## src/pkg/vic_pkg.sv

```systemverilog
package vic_pkg;

  // ---------------------------------------------------------------------
  // sizes
  // ---------------------------------------------------------------------
  localparam int DATA_W      = 8;
  localparam int ADDR_W      = 3;
  localparam int PC_W        = 13;
  localparam int STACK_DEPTH = 8;
  localparam int NUM_PINS    = 4;
  localparam int NUM_VEC     = 8;
  localparam int NUM_GRP     = 3;

  // ---------------------------------------------------------------------
  // register offsets
  // ---------------------------------------------------------------------
  localparam logic [ADDR_W-1:0] REG_EDGE  = 3'h0;
  localparam logic [ADDR_W-1:0] REG_CTRL0 = 3'h1;
  localparam logic [ADDR_W-1:0] REG_CTRL1 = 3'h2;
  localparam logic [ADDR_W-1:0] REG_CTRL2 = 3'h3;
  localparam logic [ADDR_W-1:0] REG_CTM   = 3'h4;
  localparam logic [ADDR_W-1:0] REG_STM   = 3'h5;
  localparam logic [ADDR_W-1:0] REG_EELV  = 3'h6;

  localparam logic [DATA_W-1:0] REG_RESET = 8'h00;

  // ---------------------------------------------------------------------
  // field positions
  // ---------------------------------------------------------------------
  // control 0
  localparam int C0_GLOBAL_EN = 0;
  localparam int C0_PIN0_EN   = 1;
  localparam int C0_PIN1_EN   = 2;
  localparam int C0_CONV_EN   = 3;
  localparam int C0_PIN0_F    = 4;
  localparam int C0_PIN1_F    = 5;
  localparam int C0_CONV_F    = 6;
  // control 1: group enables at 0..2, group flags at 4..6
  localparam int C1_GRP_EN    = 0;
  localparam int C1_PIN2_EN   = 3;
  localparam int C1_GRP_F     = 4;
  localparam int C1_PIN2_F    = 7;
  // control 2
  localparam int C2_PIN3_EN   = 0;
  localparam int C2_PIN3_F    = 4;
  // shared-group source registers: enables low nibble, flags high nibble
  localparam int SRC_EN       = 0;
  localparam int SRC_F        = 4;

  // ---------------------------------------------------------------------
  // vectors, listed in acceptance priority (index 0 first)
  // ---------------------------------------------------------------------
  localparam int VEC_PIN0 = 0;
  localparam int VEC_PIN1 = 1;
  localparam int VEC_CONV = 2;
  localparam int VEC_GRP0 = 3;
  localparam int VEC_GRP1 = 4;
  localparam int VEC_GRP2 = 5;
  localparam int VEC_PIN2 = 6;
  localparam int VEC_PIN3 = 7;

  localparam logic [PC_W-1:0] VEC_BASE = 13'h0004;
  localparam logic [PC_W-1:0] VEC_STEP = 13'h0004;

endpackage

```

## src/pkg/vic_edge_if.sv

```systemverilog
`timescale 1ns/1ps
interface vic_edge_if #(
  parameter int N = vic_pkg::NUM_PINS
);
  logic [N-1:0]   pin;
  logic [N-1:0]   qual;
  logic [2*N-1:0] sel;
  logic [N-1:0]   hit;

  modport ctrl (output pin, output qual, output sel, input hit);
  modport det  (input pin, input qual, input sel, output hit);
endinterface

```

## src/hw/vic_edge.sv

```systemverilog
`timescale 1ns/1ps
module vic_edge #(
  parameter int N = vic_pkg::NUM_PINS
) (
  input wire logic clk,   // system clock
  input wire logic rst_b, // async reset, active low
  vic_edge_if.det  eif    // pins, qualifiers, edge hits
);

  typedef struct packed {
    logic [N-1:0] sync1;
    logic [N-1:0] sync2;
    logic [N-1:0] prev;
  } vic_edge_st_t;

  vic_edge_st_t s;
  vic_edge_st_t next_s;

  // ---------------------------------------------------------------------
  // synchronise, then compare against the previous settled level
  // ---------------------------------------------------------------------
  always_comb begin
    next_s       = s;
    next_s.sync1 = eif.pin;
    next_s.sync2 = s.sync1;
    next_s.prev  = s.sync2;
  end

  // select bit 0 picks rising, bit 1 falling; 00 turns the pin off
  always_comb begin
    for (int i = 0; i < N; i++) begin
      eif.hit[i] = eif.qual[i] &
                   ((s.sync2[i] & ~s.prev[i] & eif.sel[2*i]) |
                    (~s.sync2[i] & s.prev[i] & eif.sel[2*i+1]));
    end
  end

  always_ff @(posedge clk or negedge rst_b) begin
    if (!rst_b) begin
      s <= '0;
    end else begin
      s <= next_s;
    end
  end

endmodule

```

## src/hw/vic_top.sv

```systemverilog
// Decided for this implementation: the address-and-strobe port and the placing of the registers.
`timescale 1ns/1ps
module vic_top #(
  parameter int PC_W        = vic_pkg::PC_W,
  parameter int STACK_DEPTH = vic_pkg::STACK_DEPTH
) (
  input  wire logic                       CLK,           // system clock
  input  wire logic                       RST_B,         // async reset
  input  wire logic [vic_pkg::ADDR_W-1:0] ADDR,          // register index
  input  wire logic [vic_pkg::DATA_W-1:0] WDATA,         // write data
  input  wire logic                       WR_STB,        // write strobe
  input  wire logic                       RD_STB,        // read strobe
  output      logic [vic_pkg::DATA_W-1:0] RDATA,         // read data
  input  wire logic [3:0]                 INT_PIN,       // external pins
  input  wire logic [3:0]                 PIN_SHARE_SEL, // pin routed here
  input  wire logic [3:0]                 PORT_DIR_IN,   // pin is input
  input  wire logic                       CONV_DONE,     // a/d finished
  input  wire logic [1:0]                 CT_A_MATCH,    // compact a match
  input  wire logic [1:0]                 CT_P_MATCH,    // compact p match
  input  wire logic                       ST_A_MATCH,    // std a match
  input  wire logic                       ST_P_MATCH,    // std p match
  input  wire logic                       EE_WRITE_DONE, // eeprom write end
  input  wire logic                       LOW_VOLTAGE,   // supply low event
  input  wire logic [PC_W-1:0]            NEXT_PC,       // next instr addr
  input  wire logic                       ACCEPT_OK,     // instr boundary
  input  wire logic                       CALL_PUSH,     // core call push
  input  wire logic                       RETURN_POP,    // return pop
  output      logic                       IRQ_PENDING,   // would accept
  output      logic                       IRQ_TAKEN,     // accepted now
  output      logic                       PC_LOAD,       // load pc pulse
  output      logic [PC_W-1:0]            PC_LOAD_ADDR,  // pc to load
  output      logic                       STACK_FULL,    // stack full
  output      logic                       WAKE           // wake pulse
);

  localparam int SP_W = $clog2(STACK_DEPTH + 1);
  localparam logic [SP_W-1:0] SP_FULL = SP_W'(STACK_DEPTH);
  localparam int NV = vic_pkg::NUM_VEC;

  typedef struct packed {
    logic [7:0]                       edge_sel;
    logic                             global_irq_enable;
    logic [3:0]                       pin_request_flags;
    logic [3:0]                       pin_irq_enable;
    logic                             conversion_done_flag;
    logic                             conversion_irq_enable;
    logic [2:0]                       group_request_flag;
    logic [2:0]                       group_irq_enable;
    logic [3:0]                       ct_flag;
    logic [3:0]                       ct_enable;
    logic [1:0]                       st_flag;
    logic [1:0]                       st_enable;
    logic [1:0]                       eelv_flag;
    logic [1:0]                       eelv_enable;
    logic [STACK_DEPTH-1:0][PC_W-1:0] stack;
    logic [SP_W-1:0]                  sp;
    logic [vic_pkg::DATA_W-1:0]       rdata;
    logic                             pc_load;
    logic [PC_W-1:0]                  pc_load_addr;
    logic                             wake;
  } vic_state_t;

  vic_state_t s;
  vic_state_t next_s;

  logic [NV-1:0]   vec_req;
  logic [2:0]      grp_src;
  logic            any_req;
  logic [2:0]      win_idx;
  logic            take;
  logic [3:0]      ct_evt;
  logic [2:0]      grp_rise;
  logic [PC_W-1:0] vec_addr;

  // ---------------------------------------------------------------------
  // external pin edge detection
  // ---------------------------------------------------------------------
  vic_edge_if #(.N(vic_pkg::NUM_PINS)) eif ();

  assign eif.pin  = INT_PIN;
  assign eif.sel  = s.edge_sel;
  assign eif.qual = s.pin_irq_enable & PIN_SHARE_SEL & PORT_DIR_IN;

  vic_edge #(.N(vic_pkg::NUM_PINS)) u_edge (
    .clk   (CLK),
    .rst_b (RST_B),
    .eif   (eif)
  );

  // ---------------------------------------------------------------------
  // vector selection
  // ---------------------------------------------------------------------
  // compact timers: bit order {1A,1P,0A,0P}
  assign ct_evt = {CT_A_MATCH[1], CT_P_MATCH[1],
                   CT_A_MATCH[0], CT_P_MATCH[0]};

  // a group vectors only when a source inside it is itself enabled
  assign grp_src[0] = |(s.ct_flag & s.ct_enable);
  assign grp_src[1] = |(s.st_flag & s.st_enable);
  assign grp_src[2] = |(s.eelv_flag & s.eelv_enable);

  always_comb begin
    vec_req = '0;
    vec_req[vic_pkg::VEC_PIN0] = s.pin_request_flags[0] &
                                 s.pin_irq_enable[0];
    vec_req[vic_pkg::VEC_PIN1] = s.pin_request_flags[1] &
                                 s.pin_irq_enable[1];
    vec_req[vic_pkg::VEC_CONV] = s.conversion_done_flag &
                                 s.conversion_irq_enable;
    vec_req[vic_pkg::VEC_PIN2] = s.pin_request_flags[2] &
                                 s.pin_irq_enable[2];
    vec_req[vic_pkg::VEC_PIN3] = s.pin_request_flags[3] &
                                 s.pin_irq_enable[3];
    for (int g = 0; g < vic_pkg::NUM_GRP; g++) begin
      vec_req[vic_pkg::VEC_GRP0 + g] = s.group_request_flag[g] &
                                       s.group_irq_enable[g] &
                                       grp_src[g];
    end
  end

  // lowest index wins
  always_comb begin
    win_idx = '0;
    for (int v = NV - 1; v >= 0; v--) begin
      if (vec_req[v]) begin
        win_idx = 3'(v);
      end
    end
  end

  assign vec_addr = vic_pkg::VEC_BASE +
                    PC_W'(vic_pkg::VEC_STEP * PC_W'(win_idx));

  assign any_req     = |vec_req;
  assign STACK_FULL  = (s.sp == SP_FULL);
  assign IRQ_PENDING = any_req & s.global_irq_enable &
                       ~STACK_FULL;
  // the core's own push or pop owns the stack this cycle
  assign take        = IRQ_PENDING & ACCEPT_OK & ~CALL_PUSH & ~RETURN_POP;
  assign IRQ_TAKEN   = take;

  // ---------------------------------------------------------------------
  // next state
  // ---------------------------------------------------------------------
  always_comb begin
    next_s         = s;
    next_s.pc_load = 1'b0;
    next_s.rdata   = vic_pkg::REG_RESET;

    // software writes; hardware sets further down win over a written 0
    if (WR_STB) begin
      unique case (ADDR)
        vic_pkg::REG_EDGE: begin
          next_s.edge_sel = WDATA;
        end
        vic_pkg::REG_CTRL0: begin
          next_s.global_irq_enable     = WDATA[vic_pkg::C0_GLOBAL_EN];
          next_s.pin_irq_enable[0]     = WDATA[vic_pkg::C0_PIN0_EN];
          next_s.pin_irq_enable[1]     = WDATA[vic_pkg::C0_PIN1_EN];
          next_s.conversion_irq_enable = WDATA[vic_pkg::C0_CONV_EN];
          next_s.pin_request_flags[0]  = WDATA[vic_pkg::C0_PIN0_F];
          next_s.pin_request_flags[1]  = WDATA[vic_pkg::C0_PIN1_F];
          next_s.conversion_done_flag  = WDATA[vic_pkg::C0_CONV_F];
        end
        vic_pkg::REG_CTRL1: begin
          next_s.group_irq_enable     = WDATA[vic_pkg::C1_GRP_EN +: 3];
          next_s.pin_irq_enable[2]    = WDATA[vic_pkg::C1_PIN2_EN];
          next_s.group_request_flag   = WDATA[vic_pkg::C1_GRP_F +: 3];
          next_s.pin_request_flags[2] = WDATA[vic_pkg::C1_PIN2_F];
        end
        vic_pkg::REG_CTRL2: begin
          next_s.pin_irq_enable[3]    = WDATA[vic_pkg::C2_PIN3_EN];
          next_s.pin_request_flags[3] = WDATA[vic_pkg::C2_PIN3_F];
        end
        vic_pkg::REG_CTM: begin
          next_s.ct_enable = WDATA[vic_pkg::SRC_EN +: 4];
          next_s.ct_flag   = WDATA[vic_pkg::SRC_F +: 4];
        end
        vic_pkg::REG_STM: begin
          next_s.st_enable = WDATA[vic_pkg::SRC_EN +: 2];
          next_s.st_flag   = WDATA[vic_pkg::SRC_F +: 2];
        end
        vic_pkg::REG_EELV: begin
          next_s.eelv_enable = WDATA[vic_pkg::SRC_EN +: 2];
          next_s.eelv_flag   = WDATA[vic_pkg::SRC_F +: 2];
        end
        default: begin
        end
      endcase
    end

    // accepting: push, jump, drop global enable and the vector's own flag
    if (take) begin
      next_s.stack[s.sp[SP_W-1:0]] = NEXT_PC;
      next_s.sp                    = s.sp + 1'b1;
      next_s.pc_load               = 1'b1;
      next_s.pc_load_addr          = vec_addr;
      next_s.global_irq_enable     = 1'b0;
      unique case (win_idx)
        3'(vic_pkg::VEC_PIN0): next_s.pin_request_flags[0] = 1'b0;
        3'(vic_pkg::VEC_PIN1): next_s.pin_request_flags[1] = 1'b0;
        3'(vic_pkg::VEC_CONV): next_s.conversion_done_flag = 1'b0;
        3'(vic_pkg::VEC_GRP0): next_s.group_request_flag[0] = 1'b0;
        3'(vic_pkg::VEC_GRP1): next_s.group_request_flag[1] = 1'b0;
        3'(vic_pkg::VEC_GRP2): next_s.group_request_flag[2] = 1'b0;
        3'(vic_pkg::VEC_PIN2): next_s.pin_request_flags[2] = 1'b0;
        3'(vic_pkg::VEC_PIN3): next_s.pin_request_flags[3] = 1'b0;
      endcase
    end else if (CALL_PUSH && !STACK_FULL) begin
      // a call on a full stack is dropped; the core must avoid it
      next_s.stack[s.sp[SP_W-1:0]] = NEXT_PC;
      next_s.sp                    = s.sp + 1'b1;
    end else if (RETURN_POP && s.sp != '0) begin
      next_s.sp           = s.sp - 1'b1;
      next_s.pc_load      = 1'b1;
      next_s.pc_load_addr = s.stack[s.sp - 1'b1];
    end

    // hardware sets last so a same-cycle clear never loses an event
    next_s.pin_request_flags = next_s.pin_request_flags | eif.hit;
    next_s.conversion_done_flag = next_s.conversion_done_flag |
                                  CONV_DONE;
    next_s.ct_flag   = next_s.ct_flag | ct_evt;
    next_s.st_flag   = next_s.st_flag |
                       {ST_A_MATCH, ST_P_MATCH};
    next_s.eelv_flag = next_s.eelv_flag |
                       {EE_WRITE_DONE, LOW_VOLTAGE};

    // a group flag follows a source flag turning on, not its level,
    // otherwise a still-set source would re-arm the group at once
    grp_rise[0] = |(next_s.ct_flag & ~s.ct_flag);
    grp_rise[1] = |(next_s.st_flag & ~s.st_flag);
    grp_rise[2] = |(next_s.eelv_flag & ~s.eelv_flag);
    next_s.group_request_flag = next_s.group_request_flag |
                                grp_rise;

    // wake on any flag going high, enables play no part
    next_s.wake =
      |(next_s.pin_request_flags & ~s.pin_request_flags) |
      (next_s.conversion_done_flag & ~s.conversion_done_flag) |
      |(next_s.group_request_flag & ~s.group_request_flag) |
      |grp_rise;

    // read data from the pre-write state, shown in the next cycle
    if (RD_STB) begin
      unique case (ADDR)
        vic_pkg::REG_EDGE: begin
          next_s.rdata = s.edge_sel;
        end
        vic_pkg::REG_CTRL0: begin
          next_s.rdata[vic_pkg::C0_GLOBAL_EN] = s.global_irq_enable;
          next_s.rdata[vic_pkg::C0_PIN0_EN]   = s.pin_irq_enable[0];
          next_s.rdata[vic_pkg::C0_PIN1_EN]   = s.pin_irq_enable[1];
          next_s.rdata[vic_pkg::C0_CONV_EN]   = s.conversion_irq_enable;
          next_s.rdata[vic_pkg::C0_PIN0_F]    = s.pin_request_flags[0];
          next_s.rdata[vic_pkg::C0_PIN1_F]    = s.pin_request_flags[1];
          next_s.rdata[vic_pkg::C0_CONV_F]    = s.conversion_done_flag;
        end
        vic_pkg::REG_CTRL1: begin
          next_s.rdata[vic_pkg::C1_GRP_EN +: 3] = s.group_irq_enable;
          next_s.rdata[vic_pkg::C1_PIN2_EN]     = s.pin_irq_enable[2];
          next_s.rdata[vic_pkg::C1_GRP_F +: 3]  = s.group_request_flag;
          next_s.rdata[vic_pkg::C1_PIN2_F]      = s.pin_request_flags[2];
        end
        vic_pkg::REG_CTRL2: begin
          next_s.rdata[vic_pkg::C2_PIN3_EN] = s.pin_irq_enable[3];
          next_s.rdata[vic_pkg::C2_PIN3_F]  = s.pin_request_flags[3];
        end
        vic_pkg::REG_CTM: begin
          next_s.rdata[vic_pkg::SRC_EN +: 4] = s.ct_enable;
          next_s.rdata[vic_pkg::SRC_F +: 4]  = s.ct_flag;
        end
        vic_pkg::REG_STM: begin
          next_s.rdata[vic_pkg::SRC_EN +: 2] = s.st_enable;
          next_s.rdata[vic_pkg::SRC_F +: 2]  = s.st_flag;
        end
        vic_pkg::REG_EELV: begin
          next_s.rdata[vic_pkg::SRC_EN +: 2] = s.eelv_enable;
          next_s.rdata[vic_pkg::SRC_F +: 2]  = s.eelv_flag;
        end
        default: begin
          next_s.rdata = vic_pkg::REG_RESET;
        end
      endcase
    end
  end

  // ---------------------------------------------------------------------
  // state register
  // ---------------------------------------------------------------------
  always_ff @(posedge CLK or negedge RST_B) begin
    if (!RST_B) begin
      s <= '0;
    end else begin
      s <= next_s;
    end
  end

  // ---------------------------------------------------------------------
  // outputs
  // ---------------------------------------------------------------------
  assign RDATA        = s.rdata;
  assign PC_LOAD      = s.pc_load;
  assign PC_LOAD_ADDR = s.pc_load_addr;
  assign WAKE         = s.wake;

endmodule

```

## config.mk

```make
export PLATFORM = sky130hd
export DESIGN_NAME = vic_top
export DESIGN_NICKNAME = d
export VERILOG_FILES = /design/src/pkg/vic_pkg.sv /design/src/pkg/vic_edge_if.sv /design/src/hw/vic_edge.sv /design/src/hw/vic_top.sv
export SDC_FILE = /design/constraint.sdc
export NUM_CORES = 1
export LEC_CHECK = 0
export BUFFER_PORTS_ARGS = -buffer_cell sky130_fd_sc_hd__buf_2
export CORE_AREA = 2 2 126 128
export CTS_CLUSTER_SIZE = 28
export DETAILED_ROUTE_END_ITERATION = 16
export DIE_AREA = 0 0 128 130
export PLACE_DENSITY = 0.88
export SYNTH_ARGS = -nofsm -noshare
export SYNTH_HDL_FRONTEND = slang
export SYNTH_SLANG_ARGS = --single-unit
```

## constraint.sdc

```tcl
create_clock -name CLK -period 3.4 [get_ports CLK]
set_clock_uncertainty 0.1 [all_clocks]
set_input_delay 0.51 -clock CLK [delete_from_list [all_inputs] [get_ports CLK]]
set_output_delay 0.51 -clock CLK [all_outputs]
set_load 0.03 [all_outputs]
```

==> reports/metrics.yaml <==
final_nets: 797
hp-class: "in -> async"
setup_viol: 0
ant_nets: 0
finalCritPeriodShare_pct: 92.8
worst-path-max-fanout: 13
worstPathCellList: "inv_1 > ha_1 > nand3b_2 > nand4_2 > o21ai_2 > nand2_2 > mux2_2"
clock_power_share_pct: 22.1
ir_drop_mv: 0.544
grt.total_usage_pct: 27.0
r2r-end: "s[123]$_DFFE_PN0P_"
place_congestion: 0.942
synth_edf_count: 0
grt_max_degree: 108
cts_sinks: 184
critPathSlowestCell: "o21ai_2"
power.switching_mw: 3.15
p_leak_nw: 4.68
drv_cap: 0
drt-wirelength-per-cell_um: 22.8
crit_buf_inv: 1
hold_viol_final: 0
grt_util_met1_pct: 37.9
portBuffers: 77
max_stage_delay_ns: 0.65
fin_crit_ns: 3.15
syn_area_um2: 9070
cts.hold.buffers_added: 0
ys_warn_count: 0
cts-root-buf: "clkbuf_16"
cts_max_level: 4
firstDrtPassIters: 5
routed-via-count: 5955
final_common_cell: "dfrtp_1"
tns_ns: 0
fmax_ghz: 0.317
syn2layout_area_growth_pct: 10.9
grt_pass1_vias: 5932
cp.required_ns: 3.62
rsz0062_at_grt: "no"
tightest_slew_ns: 0.972
clk_path_buf_depth: 2
crit_type: "reg -> reg"
intPower_mw: 5.80
cp-startpoint: "s[24]$_DFFE_PN0P_"
status: "complete, no violations"
dpl.hpwl_um: 14500
antenna_found_initial: 1
synth_cell_type_count: 73
synthArstFlopShare_pct: 100
die_area_um2: 16600
core_area_um2: 15400
ys.flop_type: "dfrtp_1"
r2r_cells: 7
p_comb_share_pct: 38.4
num_io_pins: 78
syn_avg_cell_area_um2: 13.3
startpoint_type: "register"
power_mw: 8.95
max_slew_margin_pct: 35.2
die_x_um: 128
grt_overflow: 0
clock_latency_ns: 0.44
worstPathArrival_ns: 3.37
synth_fp_nets: 741
cellPowerDensity_nw_per_um2: 890
post_cts_buffers: 0
drtIter0Drc: 440
die_h_um: 130
seqPwrFrac_pct: 39.5
mostFrequentLayoutCells: "183 x dfrtp_1, 110 x mux2_2, 76 x buf_2, 35 x nand2_1, 30 x mux2i_1"
critPathCaptureType: "register"
drive_gt1_share_pct: 40.7
synth-seq-area-share_pct: 50.8
start_util_pct: 58.8
timing.rr.start: "s[24]$_DFFE_PN0P_"
grt_most_used_layer: "met2"
power_switching_share_pct: 35.2
r2r_setup_slack_ns: 0.25
cts_resized: 0
ys_ff_latch: 184
cts_tree: "yes"
syn_inst: 682
met3_usage_pct: 6.19
drc: 0
crit_family: "simple AND/OR/NAND/NOR gates"
cts_buffers: 17
vias_per_cell: 6.31
clk_pin_slew_ns: 0.07
rows: 46
routed_wl_um: 21600
grt_pass1_wl_um: 33700
met2_usage_pct: 42.2
drv_slew: 0
## routing by layer
| metal | vias to the layer above | wire [um] |
|---|---|---|
| li1 | 2607 | - |
| met1 | 3068 | 9300 |
| met2 | 246 | 10500 |
| met3 | 34 | 1410 |
| met4 | 0 | 384 |
| met5 | - | 0 |
## area by class of cell
type                    instances  area, um2
clock buffers                  18        429
flip-flops and latches        184       4610
repair buffers                 94        519
multi-input cells             423       4040
fillers                      1077       5370
diodes                          1       2.50
inverters                      18       67.6
clock inverters                14        156
well taps                     192        240
## synth_stat cells, types with 3 or more instances
cell type / count / area share [%]
a211o_1: 5 / 0.48
a21oi_1: 11 / 0.61
a22oi_1: 7 / 0.58
a31oi_1: 3 / 0.21
and2_1: 7 / 0.48
and3b_1: 7 / 0.68
buf_2: 9 / 0.50
buf_4: 26 / 2.2
buf_6: 6 / 0.74
clkbuf_1: 15 / 0.62
dfrtp_1: 184 / 51
ha_1: 7 / 0.97
inv_1: 17 / 0.70
mux2_2: 110 / 14
mux2_4: 20 / 3.3
mux2i_1: 30 / 3.3
mux4_2: 28 / 7.0
nand2_1: 35 / 1.4
nand2b_1: 6 / 0.41
nand3_1: 15 / 0.83
nand4_1: 4 / 0.28
nor2_1: 28 / 1.2
nor2b_1: 11 / 0.76
o2111ai_1: 5 / 0.48
o211ai_1: 3 / 0.25
o21ai_0: 16 / 0.88
o22ai_1: 8 / 0.55
xnor2_1: 3 / 0.29
## stage by stage
step | util, % | hold WS, ns | std cells | area, um2 | worst slack, ns
2_1_floorplan | - | 0.114 | 682 | 9070 | 0.932
3_3_place_gp | 61.4 | 0.233 | 911 | 9470 | 0.449
3_5_place_dp | 61.4 | 0.236 | 911 | 9470 | 0.309
4_1_cts | 65.2 | 0.0734 | 943 | 10100 | 0.282
5_1_grt | 65.2 | 0.0706 | 943 | 10100 | 0.0752
6_report | 65.2 | 0.0665 | 944 | 10100 | 0.246
## power by group through the flow
stage	Sequential [mW]	Combinational [mW]	Clock [mW]
after floorplan	3.33	2.76	0
after global placement	3.46	3.23	0
after detailed placement	3.54	3.38	0
after CTS	3.51	3.44	1.98
after global routing	3.61	3.67	2.08
final	3.54	3.44	1.98
## flip-flops by register name (all words and copies together), names as in the netlist
register,count
PC_LOAD_ADDR,13
eif.sel,8
RDATA,8
s,141
PC_LOAD,1
WAKE,1
u_edge.s,4
u_edge.next_s,8
## worst reg2reg max path, cell delays in order (launching register included)
cell	delay [ns]
dfrtp_1	0.53
inv_1	0.24
ha_1	0.30
nand3b_2	0.16
nand4_2	0.18
o21ai_2	0.65
nand2_2	0.46
mux2_2	0.43
## worst max-delay path by stage
stage                    endpoint  cells after the start  slack (ns)
2_1_floorplan   s[40]$_DFFE_PN0P_                     10        0.93
3_3_place_gp    s[51]$_DFFE_PN0P_                      7        0.45
3_5_place_dp    s[51]$_DFFE_PN0P_                      7        0.31
4_1_cts         s[40]$_DFFE_PN0P_                      7        0.28
5_1_grt         s[40]$_DFFE_PN0P_                      7        0.08
6_report       s[123]$_DFFE_PN0P_                      7        0.25
## cells by family (layout without fill, tap and decap cells)
| kind of cell | after synthesis | after routing | synth area share [%] |
|---|---|---|---|
| muxes | 189 | 189 | 27.5 |
| DFF | 184 | 184 | 50.8 |
| and+or+nand+nor | 138 | 138 | 8.73 |
| AOI/OAI and AO/OA | 85 | 85 | 6.82 |
| buffers and inverters | 75 | 144 | 4.80 |
| adders and majority gates | 7 | 7 | 0.966 |
| xor gates and xnor gates | 4 | 4 | 0.386 |
| other | 0 | 1 | 0 |
Note: power is estimated with default switching activity, not from simulation.
